==> config.mk <==
export PLATFORM = sky130hd
export DESIGN_NAME = sbit_tx
export DESIGN_NICKNAME = d
export VERILOG_FILES = /design/src/shared/sbit_pkg.sv /design/src/logic/sbit_fifo.sv /design/src/logic/sbit_tx.sv
export SDC_FILE = /design/constraint.sdc
export NUM_CORES = 1
export LEC_CHECK = 0
export BUFFER_PORTS_ARGS = -buffer_cell sky130_fd_sc_hd__buf_4
export CORE_MARGIN = 5
export CORE_UTILIZATION = 60
export DETAILED_ROUTE_END_ITERATION = 8
export GPL_ROUTABILITY_DRIVEN = 0
export PLACE_DENSITY_LB_ADDON = 0.25
export SYNTH_ARGS = -nofsm -noshare
export SYNTH_HDL_FRONTEND = slang
export SYNTH_HIERARCHICAL = 1
export SYNTH_SLANG_ARGS = --single-unit
==> constraint.sdc <==
create_clock -name clock_i -period 3.44 [get_ports clock_i]
set_input_delay 0.516 -clock clock_i [delete_from_list [all_inputs] [get_ports clock_i]]
set_output_delay 0.516 -clock clock_i [all_outputs]
set_load 0.1 [all_outputs]
==> src/shared/sbit_pkg.sv <==
// constants and types shared by the break and idle transmit path
package sbit_pkg;

    // clock and line rate
    localparam int CLK_HZ         = 25_000_000;
    localparam int BAUD_HZ        = 19200;
    localparam int BIT_CYCLES     = CLK_HZ / BAUD_HZ;
    localparam int BAUD_CNT_W     = 16;

    // frame lengths in bit times, chosen by the word-length select, and the mark length after a break
    localparam logic [3:0] FRAME_BITS_SHORT = 4'hA;
    localparam logic [3:0] FRAME_BITS_LONG  = 4'hB;
    localparam logic [3:0] MARK_BITS        = 4'h1;

    // data path
    localparam int DATA_W         = 9;
    localparam int FIFO_DEPTH     = 16;
    localparam int SHIFT_W        = 11;

    // reset values and line levels
    localparam logic LINE_MARK         = 1'b1;
    localparam logic LINE_SPACE        = 1'b0;
    localparam logic TX_ON_RESET       = 1'b1;
    localparam logic BREAK_BIT_RESET   = 1'b0;

    // transmitter states
    typedef enum logic [4:0] {
        SBIT_READY = 5'h01,
        SBIT_IDLE  = 5'h02,
        SBIT_BREAK = 5'h04,
        SBIT_MARK  = 5'h08,
        SBIT_DATA  = 5'h10
    } sbit_state_t;

endpackage

==> src/logic/sbit_fifo.sv <==
// parameterised word FIFO with valid and ready on both sides
`timescale 1ns/1ps
module sbit_fifo #(
    parameter int WIDTH = 9,
    parameter int DEPTH = 16
) (
    // clock and reset
    input  wire logic             clock_i,
    input  wire logic             resetn_i,
    // filling side
    input  wire logic [WIDTH-1:0] in_data_i,
    input  wire logic             in_valid_i,
    output logic                  in_ready_o,
    // draining side
    output logic [WIDTH-1:0]      out_data_o,
    output logic                  out_valid_o,
    input  wire logic             out_ready_i
);
    localparam int AW = $clog2(DEPTH);

    logic [WIDTH-1:0] mem [DEPTH];
    logic [AW:0]      wr_ptr;
    logic [AW:0]      rd_ptr;
    logic [AW:0]      next_wr_ptr;
    logic [AW:0]      next_rd_ptr;
    logic             push;
    logic             pop;
    logic             full;
    logic             empty;

    assign full        = (wr_ptr[AW] != rd_ptr[AW]) && (wr_ptr[AW-1:0] == rd_ptr[AW-1:0]);
    assign empty       = (wr_ptr == rd_ptr);
    assign in_ready_o  = !full;
    assign out_valid_o = !empty;
    assign out_data_o  = mem[rd_ptr[AW-1:0]];
    assign push        = in_valid_i && !full;
    assign pop         = out_ready_i && !empty;

    always_comb begin
        next_wr_ptr = push ? wr_ptr + {{AW{1'b0}}, 1'b1} : wr_ptr;
        next_rd_ptr = pop ? rd_ptr + {{AW{1'b0}}, 1'b1} : rd_ptr;
    end

    always_ff @(posedge clock_i or negedge resetn_i) begin
        if (!resetn_i) begin
            wr_ptr <= '0;
            rd_ptr <= '0;
        end else begin
            wr_ptr <= next_wr_ptr;
            rd_ptr <= next_rd_ptr;
        end
    end

    // storage has no reset; reads are guarded by empty
    always_ff @(posedge clock_i) begin
        if (push) begin
            mem[wr_ptr[AW-1:0]] <= in_data_i;
        end
    end

endmodule

==> src/logic/sbit_tx.sv <==
// asynchronous serial transmitter with break and idle generation
//
// Operation
// - one set-clear of break bit sends one break
// - break lasts ten bit times, short words
// - break lasts eleven bit times, long words
// - break bit held: breaks follow back to back
// - enable cleared then set sends idle frame
// - pending idle goes before pending break
`timescale 1ns/1ps
module sbit_tx #(
    parameter int BIT_CYCLES = sbit_pkg::BIT_CYCLES,
    parameter int DATA_W     = sbit_pkg::DATA_W,
    parameter int FIFO_DEPTH = sbit_pkg::FIFO_DEPTH
) (
    // clock and reset
    input  wire logic              clock_i,
    input  wire logic              resetn_i,
    // control from software
    input  wire logic              send_break_bit_i,
    input  wire logic              tx_on_i,
    input  wire logic              word_len_i,
    // data stream
    input  wire logic [DATA_W-1:0] data_i,
    input  wire logic              data_valid_i,
    output logic                   data_ready_o,
    // serial line and status
    output logic                   tx_o,
    output logic                   busy_o
);
    localparam int CW = sbit_pkg::BAUD_CNT_W;
    localparam logic [CW-1:0] BIT_LAST = CW'(BIT_CYCLES - 1);

    sbit_pkg::sbit_state_t state;
    sbit_pkg::sbit_state_t next_state;
    logic [CW-1:0]                  baud_cnt;
    logic [CW-1:0]                  next_baud_cnt;
    logic [3:0]                     bits_left;
    logic [3:0]                     next_bits_left;
    logic [sbit_pkg::SHIFT_W-1:0]   shift;
    logic [sbit_pkg::SHIFT_W-1:0]   next_shift;
    logic                           frame_long;
    logic                           next_frame_long;
    logic                           pend_break;
    logic                           next_pend_break;
    logic                           pend_idle;
    logic                           next_pend_idle;
    logic                           brk_q;
    logic                           ton_q;
    logic                           line;
    logic                           next_line;
    logic [DATA_W-1:0]              fifo_data;
    logic                           fifo_valid;
    logic                           fifo_pop;
    logic                           bit_end;
    logic                           brk_rise;
    logic                           ton_rise;
    logic                           want_break;
    logic                           idle_req;
    logic                           start_idle;
    logic                           start_break;
    logic                           start_data;

    function automatic logic [3:0] frame_bits(input logic long_word);
        frame_bits = long_word ? sbit_pkg::FRAME_BITS_LONG : sbit_pkg::FRAME_BITS_SHORT;
    endfunction

    sbit_fifo #(
        .WIDTH (DATA_W),
        .DEPTH (FIFO_DEPTH)
    ) u_fifo (
        .clock_i     (clock_i),
        .resetn_i    (resetn_i),
        .in_data_i   (data_i),
        .in_valid_i  (data_valid_i),
        .in_ready_o  (data_ready_o),
        .out_data_o  (fifo_data),
        .out_valid_o (fifo_valid),
        .out_ready_i (fifo_pop)
    );

    assign bit_end    = (baud_cnt == BIT_LAST);
    assign brk_rise   = send_break_bit_i && !brk_q;
    assign ton_rise   = tx_on_i && !ton_q;
    assign want_break = pend_break || send_break_bit_i;
    // an enable edge is an idle request in its own cycle; nothing may start ahead of it
    assign idle_req   = pend_idle || ton_rise;
    assign start_idle  = (state == sbit_pkg::SBIT_READY) && tx_on_i && idle_req;
    assign start_break = (state == sbit_pkg::SBIT_READY) && tx_on_i && !idle_req
                         && want_break;
    assign start_data  = (state == sbit_pkg::SBIT_READY) && tx_on_i && !idle_req
                         && !want_break && fifo_valid;
    assign fifo_pop    = start_data;
    assign tx_o        = line;
    assign busy_o      = (state != sbit_pkg::SBIT_READY);

    always_comb begin
        next_state      = state;
        next_baud_cnt   = bit_end ? '0 : baud_cnt + CW'(1);
        next_bits_left  = bits_left;
        next_shift      = shift;
        next_frame_long = frame_long;
        // a request seen now is consumed only by the frame it starts
        next_pend_break = (pend_break || brk_rise) && !start_break;
        next_pend_idle  = idle_req && !start_idle;
        unique case (state)
            sbit_pkg::SBIT_READY: begin
                next_baud_cnt   = '0;
                next_frame_long = word_len_i;
                next_bits_left  = frame_bits(word_len_i) - 4'h1;
                if (start_idle) begin
                    next_state = sbit_pkg::SBIT_IDLE;
                end else if (start_break) begin
                    next_state = sbit_pkg::SBIT_BREAK;
                end else if (start_data) begin
                    next_state = sbit_pkg::SBIT_DATA;
                    next_shift = word_len_i
                        ? {1'b1, fifo_data[8:0], 1'b0}
                        : {2'b11, fifo_data[7:0], 1'b0};
                end
            end
            sbit_pkg::SBIT_IDLE, sbit_pkg::SBIT_DATA: begin
                if (bit_end) begin
                    next_shift = {1'b1, shift[sbit_pkg::SHIFT_W-1:1]};
                    if (bits_left == 4'h0) begin
                        next_state = sbit_pkg::SBIT_READY;
                    end else begin
                        next_bits_left = bits_left - 4'h1;
                    end
                end
            end
            sbit_pkg::SBIT_BREAK: begin
                if (bit_end) begin
                    if (bits_left == 4'h0) begin
                        next_state     = sbit_pkg::SBIT_MARK;
                        next_bits_left = sbit_pkg::MARK_BITS - 4'h1;
                    end else begin
                        next_bits_left = bits_left - 4'h1;
                    end
                end
            end
            sbit_pkg::SBIT_MARK: begin
                if (bit_end) begin
                    next_state = sbit_pkg::SBIT_READY;
                end
            end
            default: begin
                next_state = sbit_pkg::SBIT_READY;
            end
        endcase
        unique case (next_state)
            sbit_pkg::SBIT_BREAK: next_line = sbit_pkg::LINE_SPACE;
            sbit_pkg::SBIT_DATA:  next_line = next_shift[0];
            default:              next_line = sbit_pkg::LINE_MARK;
        endcase
    end

    always_ff @(posedge clock_i or negedge resetn_i) begin
        if (!resetn_i) begin
            state      <= sbit_pkg::SBIT_READY;
            baud_cnt   <= '0;
            bits_left  <= 4'h0;
            shift      <= '1;
            frame_long <= 1'b0;
            pend_break <= 1'b0;
            pend_idle  <= 1'b0;
            brk_q      <= sbit_pkg::BREAK_BIT_RESET;
            ton_q      <= sbit_pkg::TX_ON_RESET;
            line       <= sbit_pkg::LINE_MARK;
        end else begin
            state      <= next_state;
            baud_cnt   <= next_baud_cnt;
            bits_left  <= next_bits_left;
            shift      <= next_shift;
            frame_long <= next_frame_long;
            pend_break <= next_pend_break;
            pend_idle  <= next_pend_idle;
            brk_q      <= send_break_bit_i;
            ton_q      <= tx_on_i;
            line       <= next_line;
        end
    end

    // helper: cycles the line has spent low in the current break
    logic [CW-1:0] low_run;
    logic [CW-1:0] next_low_run;

    always_comb begin
        next_low_run = (state == sbit_pkg::SBIT_BREAK) ? low_run + CW'(1) : '0;
    end

    always_ff @(posedge clock_i or negedge resetn_i) begin
        if (!resetn_i) begin
            low_run <= '0;
        end else begin
            low_run <= next_low_run;
        end
    end

    localparam logic [CW-1:0] BRK_SHORT_CYC = CW'(BIT_CYCLES * 10);
    localparam logic [CW-1:0] BRK_LONG_CYC  = CW'(BIT_CYCLES * 11);

    property p_break_short;
        @(posedge clock_i) disable iff (!resetn_i)
        (state == sbit_pkg::SBIT_BREAK) && (next_state == sbit_pkg::SBIT_MARK) && !frame_long
        |-> (low_run == BRK_SHORT_CYC - CW'(1));
    endproperty
    a_break_short: assert property (p_break_short) else $error("short break length wrong");

    property p_break_long;
        @(posedge clock_i) disable iff (!resetn_i)
        (state == sbit_pkg::SBIT_BREAK) && (next_state == sbit_pkg::SBIT_MARK) && frame_long
        |-> (low_run == BRK_LONG_CYC - CW'(1));
    endproperty
    a_break_long: assert property (p_break_long) else $error("long break length wrong");

    property p_break_low;
        @(posedge clock_i) disable iff (!resetn_i)
        (state == sbit_pkg::SBIT_BREAK) |-> (tx_o == 1'b0);
    endproperty
    a_break_low: assert property (p_break_low) else $error("line high during break");

    property p_mark_after;
        @(posedge clock_i) disable iff (!resetn_i)
        $fell(state == sbit_pkg::SBIT_BREAK) |-> (tx_o == 1'b1) [*2];
    endproperty
    a_mark_after: assert property (p_mark_after) else $error("no mark after break");

    property p_one_break;
        @(posedge clock_i) disable iff (!resetn_i)
        $rose(send_break_bit_i) && (state == sbit_pkg::SBIT_DATA)
        |=> pend_break;
    endproperty
    a_one_break: assert property (p_one_break) else $error("break request lost");

    property p_held_break;
        @(posedge clock_i) disable iff (!resetn_i)
        (state == sbit_pkg::SBIT_READY) && $past(state == sbit_pkg::SBIT_MARK)
        && tx_on_i && send_break_bit_i && !pend_idle |=> (state == sbit_pkg::SBIT_BREAK);
    endproperty
    a_held_break: assert property (p_held_break) else $error("held break not repeated");

    property p_idle_req;
        @(posedge clock_i) disable iff (!resetn_i)
        $rose(tx_on_i) && (state == sbit_pkg::SBIT_READY)
        |=> (state == sbit_pkg::SBIT_IDLE) ##1 (tx_o == 1'b1);
    endproperty
    a_idle_req: assert property (p_idle_req) else $error("idle frame not started");

    property p_idle_first;
        @(posedge clock_i) disable iff (!resetn_i)
        (state == sbit_pkg::SBIT_IDLE) && (next_state == sbit_pkg::SBIT_READY)
        && pend_break && tx_on_i |-> ##2 (state == sbit_pkg::SBIT_BREAK);
    endproperty
    a_idle_first: assert property (p_idle_first) else $error("break not sent after idle");

    c_break:     cover property (@(posedge clock_i) disable iff (!resetn_i)
        $rose(state == sbit_pkg::SBIT_BREAK));
    c_idle_brk:  cover property (@(posedge clock_i) disable iff (!resetn_i)
        (state == sbit_pkg::SBIT_IDLE) && pend_break);
    c_back2back: cover property (@(posedge clock_i) disable iff (!resetn_i)
        (state == sbit_pkg::SBIT_MARK) ##1 (state == sbit_pkg::SBIT_READY)
        ##1 (state == sbit_pkg::SBIT_BREAK));
    c_data:      cover property (@(posedge clock_i) disable iff (!resetn_i)
        fifo_pop && !data_ready_o);

endmodule

# Word level (Yosys, flattened, before mapping)
# Memory sizes are Yosys's and may differ from the RTL's.
# Cells that the tools add are included.
# Widths: inputs -> output; s select.
# op_classes
n_mux	26
reduce_logical	30
eq_ne	18
n_addsub	5
# ops
cell	n
$mux 11	4
$mux 5	8
$mux 16	2
$pmux 11 s2	1
$pmux 5 s4	1
$add 16x1->16 const B	1
$eq 16x11->1 const B	1
$mux 4	4
$logic_and 1x1->1	13
$pmux 4 s3	1
$add 5x1->5 const B	2
$eq 5x3->1 const B	2
$eq 5x5->1 const B	2
$mux 10	1
$ne 2x2->1 const B	5
$logic_not 1->1	8
$sub 4x1->4 const B	2
$eq 5x1->1 const B	1
$eq 5x2->1 const B	1
$eq 5x4->1 const B	1
$eq 5x5->1	1
$ne 5x1->1 const B	1
$reduce_and 5->1	1
$eq 4x4->1	1
10 further kinds	14
# word_totals
regBits	51
in_bits	15
elab_cells	92
n_memories	1
out_inout_bits	3
ramBits	144
# mem_list
name	depth	width	read_ports	rd_ports_with_merged_regs	wr	line	rtl
u_fifo.mem	16	9	1	0	1	sbit_fifo.sv:21	logic [WIDTH-1:0] mem [DEPTH];

# Longest topological paths before layout
# Gate-level depths: netlist of the first run.
# logic_depth
word_depth	13
ltp_mapped	11
ltp_nobuf	7

# Cells and area by module
# Netlist of the first run, hierarchy kept.
# by_module_without_submodules
mod	seq_area_each_um2	cells_each	n_inst	area_each_um2
sbit_fifo	4574.4	320	1	6382.4
sbit_tx	1043.5	208	1	2182.1

# Worst setup path before layout of the first run
# OpenSTA, ideal clock, no wires.
# synth_path
kind	reg2out
from	reg u_fifo.rd_ptr[2]
to	out data_ready_o
t_required_ps	2924
path_stages_with_launch	6
path_buffers	2
arrival_ps	1630
slack_ps	1294
cell_sequence	dfrtp_1 -> buf_2 -> xnor2_2 -> and4_1 -> buf_4 -> nand2_1
# synth_via
elab_chain_cells	3
# synth_lines
item	line	rtl
start, declared	sbit_fifo.sv:23	logic [AW:0] rd_ptr;
start signal, assigned	sbit_fifo.sv:50	rd_ptr <= next_rd_ptr;
$eq 4x4->1	sbit_fifo.sv:31	assign full = (wr_ptr[AW] != rd_ptr[AW]) && (wr_ptr[AW-1:0] == rd_ptr[AW-1:0]);
$logic_and 1x1->1	sbit_fifo.sv:31	
$logic_not 1->1	sbit_fifo.sv:33	assign in_ready_o = !full;
end, declared	sbit_tx.sv:26	output logic data_ready_o,
# Every way passes these cells.

# Worst setup path in the final report of the first run
# layout_path
from	reg u_fifo.rd_ptr[0]
to	out data_ready_o
# Same word-level chain as after synthesis.

==> results.txt, run 1 <==
Total GRT Usage - 21.6%
estimated wirelength of the detail-placed design - 11300 um
# rows - 43
CTS tree - yes
Worst Setup Start Kind - register
Tcrit/Tclk final - 77.3%
CP arrival - 2.14 ns
drt first-iter violations - 353
fin util - 67.1%
TritonCTS Sinks - 195
die area - 0.0168 mm^2
asr flop ratio synth - 26.2%
clk_lat worst skew - 0.43 ns
DRT Pass-1 Iters - 5
Via Count - 4705
Mean Syn Cell Area - 16.2 um^2
vias in the first global route - 4788
Data required, critical path - 2.92 ns
PwrDens - 730 mW/mm^2
post-synthesis cell area - 0.00856 mm^2
antenna violations before repair - 0
CP Max Fanout - 20
Routed WL - 16800 um
CTS resizes - 0
Worst-path clk slew - 0.06 ns
die extent in x - 129 um
Initial Util - 61.5%
post-synth cell types - 72
core area - 0.0139 mm^2
Top delay family on crit path - flip-flops
IO Pins - 18
achievable clock frequency - 0.376 GHz
Max Buffers Root-to-Sink - 2
element type at the critical path end - output pin
Synth area leaders - edfxtp_1, dfrtp_1, mux4_2, dfstp_2, mux2i_1
Ant. Diodes - 0
Slew headroom - 32.5%
Final nets - 574
CP Cell Sequence - xnor2_2 > and4_1 > nand2_1 > buf_4
layout cells sized above 1 - 22.4%
Routed Antenna Nets - 0
WS Path Type - reg -> out
syn nets - 552
Synth Register Bits - 195
fill cell count - 910
Max-Cap Viols - 0
Static Leakage - 3.24 nW
Vias/cell - 6.34
total CTS buffers - 17
first-pass GRT wire length - 26900 um
Hold Vio Cnt, Final - 0
Post-synth EDFFs - 144
GR Overflow Total - 0
Die Ht - 129 um
P&R area growth vs syn - 9.23%
synth warn - 6
# DRC - 0
Top FF cell, synth - edfxtp_1
status - completed
post-synth top area share - 50.5%
Gate Count Post-Synth - 528
endpoints failing setup - 0
RSZ-0062 raised after global routing - false
crit path buf inv count - 1
Setup Fix Bufs, Post-CTS - 0
IO Port Bufs - 17
largest net degree at the start of global routing - 52
Root Driver - clkbuf_16
register area share after synthesis - 65.6%
WL/cell - 22.7 um
CTS H-tree lvls - 4
Clock Skew - 0.0108 ns
min Tclk post-route - 2.66 ns
peak supply drop - 0.000464 V
class of the worst hold path - in -> async
cell taking the most area after synthesis - edfxtp_1
Final TNS setup - 0 ns
Max Slew Vio Count - 0
Slew @ Worst Pin - 1.01 ns
Max stage delay on crit path - 0.79 ns
Worst path slowest cell - dfrtp_2
hold_buf cts - 0
-- final cells by class --
class,count,area [um^2],area share [%]
timing repair buffer,29,230,2.46
inverter,17,63.8,0.682
clock buffer,19,433,4.63
multi-input combinational,290,2660,28.4
tap,180,225,2.41
sequential,195,5620,60.1
clock inverter,12,123,1.31
-- registers in the layout (all words and copies together), names as in the netlist --
name           flops
bits_left          4
pend_break         1
brk_q              1
u_fifo/mem       144
pend_idle          1
ton_q              1
u_fifo/rd_ptr      5
baud_cnt          16
state              5
tx_o               1
shift             11
u_fifo/wr_ptr      5
-- metrics by stage --
step / total power [mW] / cells / setup slack, ns / hold slack [ns] / area (um^2)
global placement: 4.95 / 711 / 0.854 / 0.476 / 8800
CTS: 6.88 / 742 / 0.721 / 0.134 / 9360
global route: 7.16 / 742 / 0.590 / 0.156 / 9360
floorplan: 4.61 / 528 / 1.29 / 0.220 / 8560
finish: 6.83 / 742 / 0.782 / 0.111 / 9360
detailed placement: 5.01 / 711 / 0.786 / 0.499 / 8800
-- path summary, 6_finish.rpt --
kind | start | to | slack (ns) | cells after the start
min in group clock_i | tx_on_i | ton_q | 0.20 | 1
worst min register to register | shift[6] | shift[6] | 0.51 | 1
max in group asynchronous | resetn_i | u_fifo/rd_ptr[0] | 2.84 | 1
worst max register to register | u_fifo/rd_ptr[0] | u_fifo/mem[6][4] | 0.83 | 4
worst max-delay path | u_fifo/rd_ptr[0] | data_ready_o | 0.78 | 4
worst min-delay path | resetn_i | baud_cnt[12] | 0.11 | 1
-- logic make-up after synthesis --
| kind of cell | count (synthesis) | synth area share [%] |
|---|---|---|
| simple gates | 108 | 7.22 |
| fa+ha+maj | 9 | 1.31 |
| flops | 195 | 65.6 |
| compound gates | 92 | 8.56 |
| mux | 58 | 11.2 |
| xor+xnor | 23 | 2.79 |
| buf+inv | 43 | 3.35 |
-- cells in the mapped netlist, types with 2 or more instances --
master    instances
mux2i_1          27
edfxtp_1        144
dfrtp_1          37
o211ai_1          5
xnor2_1          13
buf_6            10
o21ai_1           9
xnor2_2           4
and4_1            2
a21oi_1          11
mux4_2           18
inv_1            17
mux4_1            9
buf_2             7
buf_4             4
a22o_1            9
or3_1             6
and3_1            3
a32oi_1           9
dfstp_2          14
nand2b_1          3
nor3b_2           2
mux2_1            4
xor2_1            5
clkbuf_1          3
nor2b_1           2
nand4_1           5
o21ai_2           3
o21ai_0           8
ha_1              9
nor2_1           34
nand2_1          11
a21o_1            8
and4bb_2          2
nand3b_1          2
a211o_1           2
nand3_1           7
and2_1            4
o22ai_1           3
a22oi_2           9
nor3_1           13
-- routing by layer --
layer  track usage, %  part of all wire [%]
met3             4.86                   5.2
met4             8.13                   3.0
met2             35.2                    50
met1             28.8                    42
met5                0                     0
-- where the power goes --
part           internal [mW]  total (mW)  switching, mW
clock network           1.01        1.87          0.856
logic                  0.752        1.77           1.02
registers               2.89        3.19          0.295
total                   4.66        6.83           2.17
-- cell usage in the layout (no fill, tap or decap), types with 11 or more instances in the layout --
cell type	n
edfxtp_1	144
mux4_2	18
dfstp_2	14
xnor2_1	13
a21oi_1	11
nor2_1	34
dfrtp_1	35
mux2i_1	27
clkbuf_16	17
inv_1	17
nand2_1	11
nor3_1	13
buf_4	28
Power figures use the tool's default switching activity.
==> run 2, diff against run 1 <==
- clock period: 3.44 -> 2.45 ns (I/O delays scaled with it)
==> run 2 against run 1 <==
  * Global-route usage increased by 0.20 points
  * Largest power group unchanged
  * Die area unchanged
  * Critical path type unchanged
  * Clock-buffer cell count decreased by 2
  * Worst hold slack got worse by 0.049 ns
  * Clock skew decreased by 0.00072 ns
  * Combinational power increased by 53%
  * Final area increased by 0.78%
  * Critical path depth increased by 1
==> results.txt, run 2 (same netlist as run 1, synthesis figures left out) <==
max FFs per register - 144 (unchanged)
Total GRT Usage - 21.8% (was 21.6%)
status - completed (unchanged)
layout cells sized above 1 - 23.7% (was 22.4%)
endpoints failing setup - 0 (unchanged)
Data required, critical path - 2.08 ns (was 2.92 ns)
overall power - 9.72 mW (was 6.83 mW)
core area - 0.0139 mm^2 (unchanged)
WS Path Type - reg -> out (unchanged)
CTS tree - yes (unchanged)
# DRC - 0 (unchanged)
CP arrival - 1.91 ns (was 2.14 ns)
class of the worst hold path - in -> reg (was in -> async)
Final nets - 581 (was 574)
drt first-iter violations - 447 (was 353)
Setup Fix Bufs, Post-CTS - 0 (unchanged)
min Tclk post-route - 2.28 ns
Slew @ Worst Pin - 0.987 ns (was 1.01 ns)
CP Max Fanout - 8 (was 20)
first-pass GRT wire length - 27200 um (was 26900 um)
total CTS buffers - 17 (unchanged)
Vias/cell - 6.36 (was 6.34)
Tcrit/Tclk final - 93.0%
element type at the critical path end - output pin (unchanged)
largest net degree at the start of global routing - 52 (unchanged)
reg-to-reg critical path startpoint - u_fifo/rd_ptr[0] (unchanged)
die area - 0.0168 mm^2 (unchanged)
CTS H-tree lvls - 4 (unchanged)
Final TNS setup - 0 ns (unchanged)
P&R area growth vs syn - 10.1% (was 9.23%)
antenna violations before repair - 0 (unchanged)
WL/cell - 22.4 um (was 22.7 um)
Root Driver - clkbuf_16 (unchanged)
Max Slew Vio Count - 0 (unchanged)
Static Leakage - 3.29 nW (was 3.24 nW)
DRT Pass-1 Iters - 5 (unchanged)
achievable clock frequency - 0.439 GHz
peak supply drop - 0.000693 V (was 0.000464 V)
vias in the first global route - 4812 (was 4788)
most common cell after layout, fill and taps aside - edfxtp_1 (unchanged)
Initial Util - 61.5% (unchanged)
# rows - 43 (unchanged)
Ant. Diodes - 0 (unchanged)
estimated wirelength of the detail-placed design - 11100 um (was 11300 um)
Clock Skew - 0.0101 ns (was 0.0108 ns)
Hold Startpoint - tx_on_i
clk_lat worst skew - 0.43 ns (about the same)
Hold Vio Cnt, Final - 0 (unchanged)
TritonCTS Sinks - 195 (unchanged)
Routed WL - 16800 um (about the same)
Die Ht - 129 um (unchanged)
Worst Setup Start Kind - register (unchanged)
RSZ-0062 raised after global routing - false (unchanged)
PwrDens - 1030 mW/mm^2 (was 730 mW/mm^2)
Max Buffers Root-to-Sink - 2 (unchanged)
Worst-path clk slew - 0.07 ns (was 0.06 ns)
Setup crit start - u_fifo/rd_ptr[0] (unchanged)
IO Pins - 18 (unchanged)
GR Overflow Total - 0 (unchanged)
die extent in x - 129 um (unchanged)
Routed Antenna Nets - 0 (unchanged)
Slew headroom - 34.0% (was 32.5%)
commonest non-fill, non-tap cells in the layout - edfxtp_1, dfrtp_1, nor2_1, buf_4, mux2i_1 (unchanged)
IO Port Bufs - 17 (unchanged)
Via Count - 4768 (was 4705)
Max-Cap Viols - 0 (unchanged)
[run 2: repair_timing]
item / CTS / global route
hold endpoints to repair: 37 / 0
resized for setup: 0 / 0
hold buffers: 1 / 0
endpoints found under the setup margin: 0 / 0
[run 2: worst max-delay path, cell delays in order, from the launching register on]
cell	delay, ns
dfrtp_2	0.51
xnor2_2	0.22
and4_1	0.25
buf_4	0.15
nand2_1	0.09
buf_4	0.26
[run 2: power by group]
part	leakage (nW)	internal (mW)	total (mW)	switching [mW]
Clock	0.277	1.35	2.65	1.30
Combinational	1.08	1.14	2.71	1.58
Sequential	1.93	4.06	4.36	0.292
[run 2: stage by stage]
| step | instances | hold WS [ns] | cell area (um^2) | setup slack, ns | utilization, % |
|---|---|---|---|---|---|
| 2_1_floorplan | 528 | 0.0719 | 8560 | 0.326 | - |
| 3_3_place_gp | 717 | 0.433 | 8860 | 0.327 | 63.6 |
| 3_5_place_dp | 717 | 0.445 | 8860 | 0.270 | 63.6 |
| 4_1_cts | 750 | 0.0491 | 9430 | 0.155 | 67.7 |
| 5_1_grt | 750 | 0.0509 | 9430 | 0.0725 | 67.7 |
| 6_report | 750 | 0.0626 | 9430 | 0.172 | 67.7 |
[run 2: final timing paths]
check / to / slack [ns] / depth (start not counted)
worst max-delay path: data_ready_o / 0.17 / 5
worst min-delay path: ton_q / 0.06 / 1
worst max register to register: u_fifo/mem[12][2] / 0.24 / 4
worst min register to register: shift[3] / 0.51 / 1
max in group asynchronous: u_fifo/rd_ptr[0] / 1.46 / 2
min in group asynchronous: baud_cnt[12] / 0.52 / 2
[run 2: metal layers]
| metal | global-route usage (%) | wire, um | up-vias |
|---|---|---|---|
| li1 | - | - | 2129 |
| met1 | 29.4 | 7040 | 2464 |
| met2 | 36.4 | 8640 | 147 |
| met3 | 5.28 | 927 | 28 |
| met4 | 5.20 | 235 | 0 |
| met5 | 0 | 0 | - |
[run 2: cell type report]
type	count	area (um^2)
timing repair buffer	36	298
inverter	17	63.8
tap	180	225
clock buffer	17	425
multi-input combinational	290	2660
sequential	195	5620
fill	937	4510
clock inverter	15	135
==> run 3, diff against run 2 <==
- CORE_UTILIZATION: 60 -> 25
==> run 3 against run 2 <==
  * First-iteration DRC count shrank 41%
  * Sequential cell count is the same
  * Core utilization fell by 38 points
  * Critical path type unchanged
  * Largest cell class unchanged
  * Largest power group unchanged
  * Highest routed layer unchanged
==> results.txt, run 3 (same netlist as run 1, synthesis figures left out) <==
IO Port Bufs - 17 (unchanged)
fill cell count - 3361 (was 937)
dpl cell area - 0.00923 mm^2 (was 0.00886 mm^2)
Max stage delay on crit path - 0.52 ns (was 0.51 ns)
GR Overflow Total - 0 (unchanged)
Final TNS setup - 0 ns (unchanged)
Routed Antenna Nets - 0 (unchanged)
reg2reg end - shift[3] (was u_fifo/mem[12][2])
most common cell after layout, fill and taps aside - edfxtp_1 (unchanged)
Worst path slowest cell - dfrtp_2 (unchanged)
max FFs per register - 144 (unchanged)
Routed WL - 17900 um (was 16800 um)
Root Driver - clkbuf_16 (unchanged)
Worst Setup Start Kind - register (unchanged)
P&R area growth vs syn - 15.3% (was 10.1%)
CTS H-tree lvls - 4 (unchanged)
commonest non-fill, non-tap cells in the layout - edfxtp_1, buf_4, dfrtp_1, nor2_1, mux2i_1 (was edfxtp_1, dfrtp_1, nor2_1, buf_4, mux2i_1)
Slew headroom - 42.5% (was 34.0%)
Data required, critical path - 2.08 ns (about the same)
achievable clock frequency - 0.431 GHz (was 0.439 GHz)
placed insts - 990 (was 717)
design area - 0.00987 mm^2 (was 0.00943 mm^2)
Worst setup endpoint - data_ready_o (unchanged)
Final Non-Filler Cells - 1022 (was 750)
class of the worst hold path - in -> reg (unchanged)
Hold Vio Cnt, Final - 0 (unchanged)
CP Max Fanout - 9 (was 8)
layout cells sized above 1 - 24.2% (was 23.7%)
Static Leakage - 3.35 nW (was 3.29 nW)
Via Count - 4595 (was 4768)
CTS tree - yes (unchanged)
Slew @ Worst Pin - 0.859 ns (was 0.987 ns)
first-pass GRT wire length - 28600 um (was 27200 um)
Ant. Diodes - 0 (unchanged)
RSZ-0062 raised after global routing - false (unchanged)
fin util - 29.3% (was 67.7%)
status - completed (unchanged)
peak supply drop - 0.000526 V (was 0.000693 V)
die extent in x - 195 um (was 129 um)
Vias/cell - 4.50 (was 6.36)
element type at the critical path end - output pin (unchanged)
Tcrit/Tclk final - 94.8% (was 93.0%)
reg-to-reg critical path startpoint - u_fifo/rd_ptr[0] (unchanged)
estimated wirelength of the detail-placed design - 12300 um (was 11100 um)
TritonCTS Sinks - 195 (unchanged)
Top delay family on crit path - flip-flops (unchanged)
# rows - 67 (was 43)
total CTS buffers - 17 (unchanged)
PwrDens - 1020 mW/mm^2 (was 1030 mW/mm^2)
Setup crit start - u_fifo/rd_ptr[0] (unchanged)
Final nets - 587 (was 581)
die area - 0.0381 mm^2 (was 0.0168 mm^2)
DRT Pass-1 Iters - 4 (was 5)
Clock Skew - 0.00763 ns (was 0.0101 ns)
WS Path Type - reg -> out (unchanged)
core area - 0.0337 mm^2 (was 0.0139 mm^2)
Die Ht - 195 um (was 129 um)
Max-Cap Viols - 0 (unchanged)
Worst Slack Setup Final - 0.128 ns (was 0.172 ns)
WL/cell - 17.5 um (was 22.4 um)
Max Slew Vio Count - 0 (unchanged)
# DRC - 0 (unchanged)
min Tclk post-route - 2.32 ns (was 2.28 ns)
IO Pins - 18 (unchanged)
antenna violations before repair - 0 (unchanged)
R2R cell count - 6 (was 4)
drt first-iter violations - 263 (was 447)
Placement Setup Slack - 0.253 ns (was 0.270 ns)
CP Depth - 5 (unchanged)
Worst-path clk slew - 0.07 ns (about the same)
largest net degree at the start of global routing - 52 (unchanged)
clk_lat worst skew - 0.43 ns (about the same)
vias in the first global route - 4828 (was 4812)
CP Cell Sequence - xnor2_2 > and4_1 > buf_4 > nand2_1 > buf_6 (was xnor2_2 > and4_1 > buf_4 > nand2_1 > buf_4)
Total GRT Usage - 9.65% (was 21.8%)
CP arrival - 1.95 ns (was 1.91 ns)
Max Buffers Root-to-Sink - 2 (unchanged)
crit path buf inv count - 2 (unchanged)
Reg2Reg Setup Slack - 0.23 ns (was 0.24 ns)
Initial Util - 25.4% (was 61.5%)
endpoints failing setup - 0 (unchanged)
[run 3: worst min-delay path by stage]
stage,endpoint,depth (start not counted),slack (ns),start
after floorplan,baud_cnt[0],0,0.07,resetn_i
after global placement,baud_cnt[10],1,0.45,resetn_i
after detailed placement,baud_cnt[13],1,0.46,resetn_i
after CTS,ton_q,1,0.04,tx_on_i
after global routing,ton_q,1,0.03,tx_on_i
final,ton_q,1,0.06,tx_on_i
[run 3: per-stage QoR]
step                      hold WS, ns  power (mW)
after floorplan                0.0719        6.47
final                          0.0591        10.1
after global placement          0.452        7.18
after detailed placement        0.457        7.23
after CTS                      0.0357        10.2
after global routing           0.0317        10.6
[run 3: cell type report]
| type | instances | area [um^2] | area share, % |
|---|---|---|---|
| Tap cell | 448 | 561 | 5.68 |
| Clock buffer | 18 | 429 | 4.35 |
| Timing Repair Buffer | 42 | 347 | 3.51 |
| Inverter | 17 | 63.8 | 0.646 |
| Multi-Input combinational cell | 290 | 2660 | 26.9 |
| Clock inverter | 12 | 191 | 1.94 |
| Sequential cell | 195 | 5620 | 56.9 |
[run 3: report_power, final]
part | total, mW | leakage [nW] | switching, mW | internal, mW
clock network | 2.96 | 0.305 | 1.23 | 1.73
registers | 4.36 | 1.93 | 0.293 | 4.06
logic | 2.79 | 1.12 | 1.62 | 1.16
total | 10.1 | 3.35 | 3.15 | 6.95
[run 3: layer usage]
| layer | part of all wire, % | wire length, um | up-vias | track usage, % |
|---|---|---|---|---|
| li1 | - | - | 2137 | - |
| met1 | 49 | 8740 | 2358 | 13.5 |
| met2 | 46 | 8210 | 80 | 14.8 |
| met3 | 3.9 | 693 | 20 | 2.57 |
| met4 | 1.6 | 287 | 0 | 2.74 |
| met5 | 0 | 0 | - | 0 |
[run 3: timing repair]
action                                 CTS  global route
gates resized for setup                  0             1
buffers inserted                         0             1
endpoints found under the hold margin   37             0
setup endpoints to repair                0             1
hold buffers                             1             0
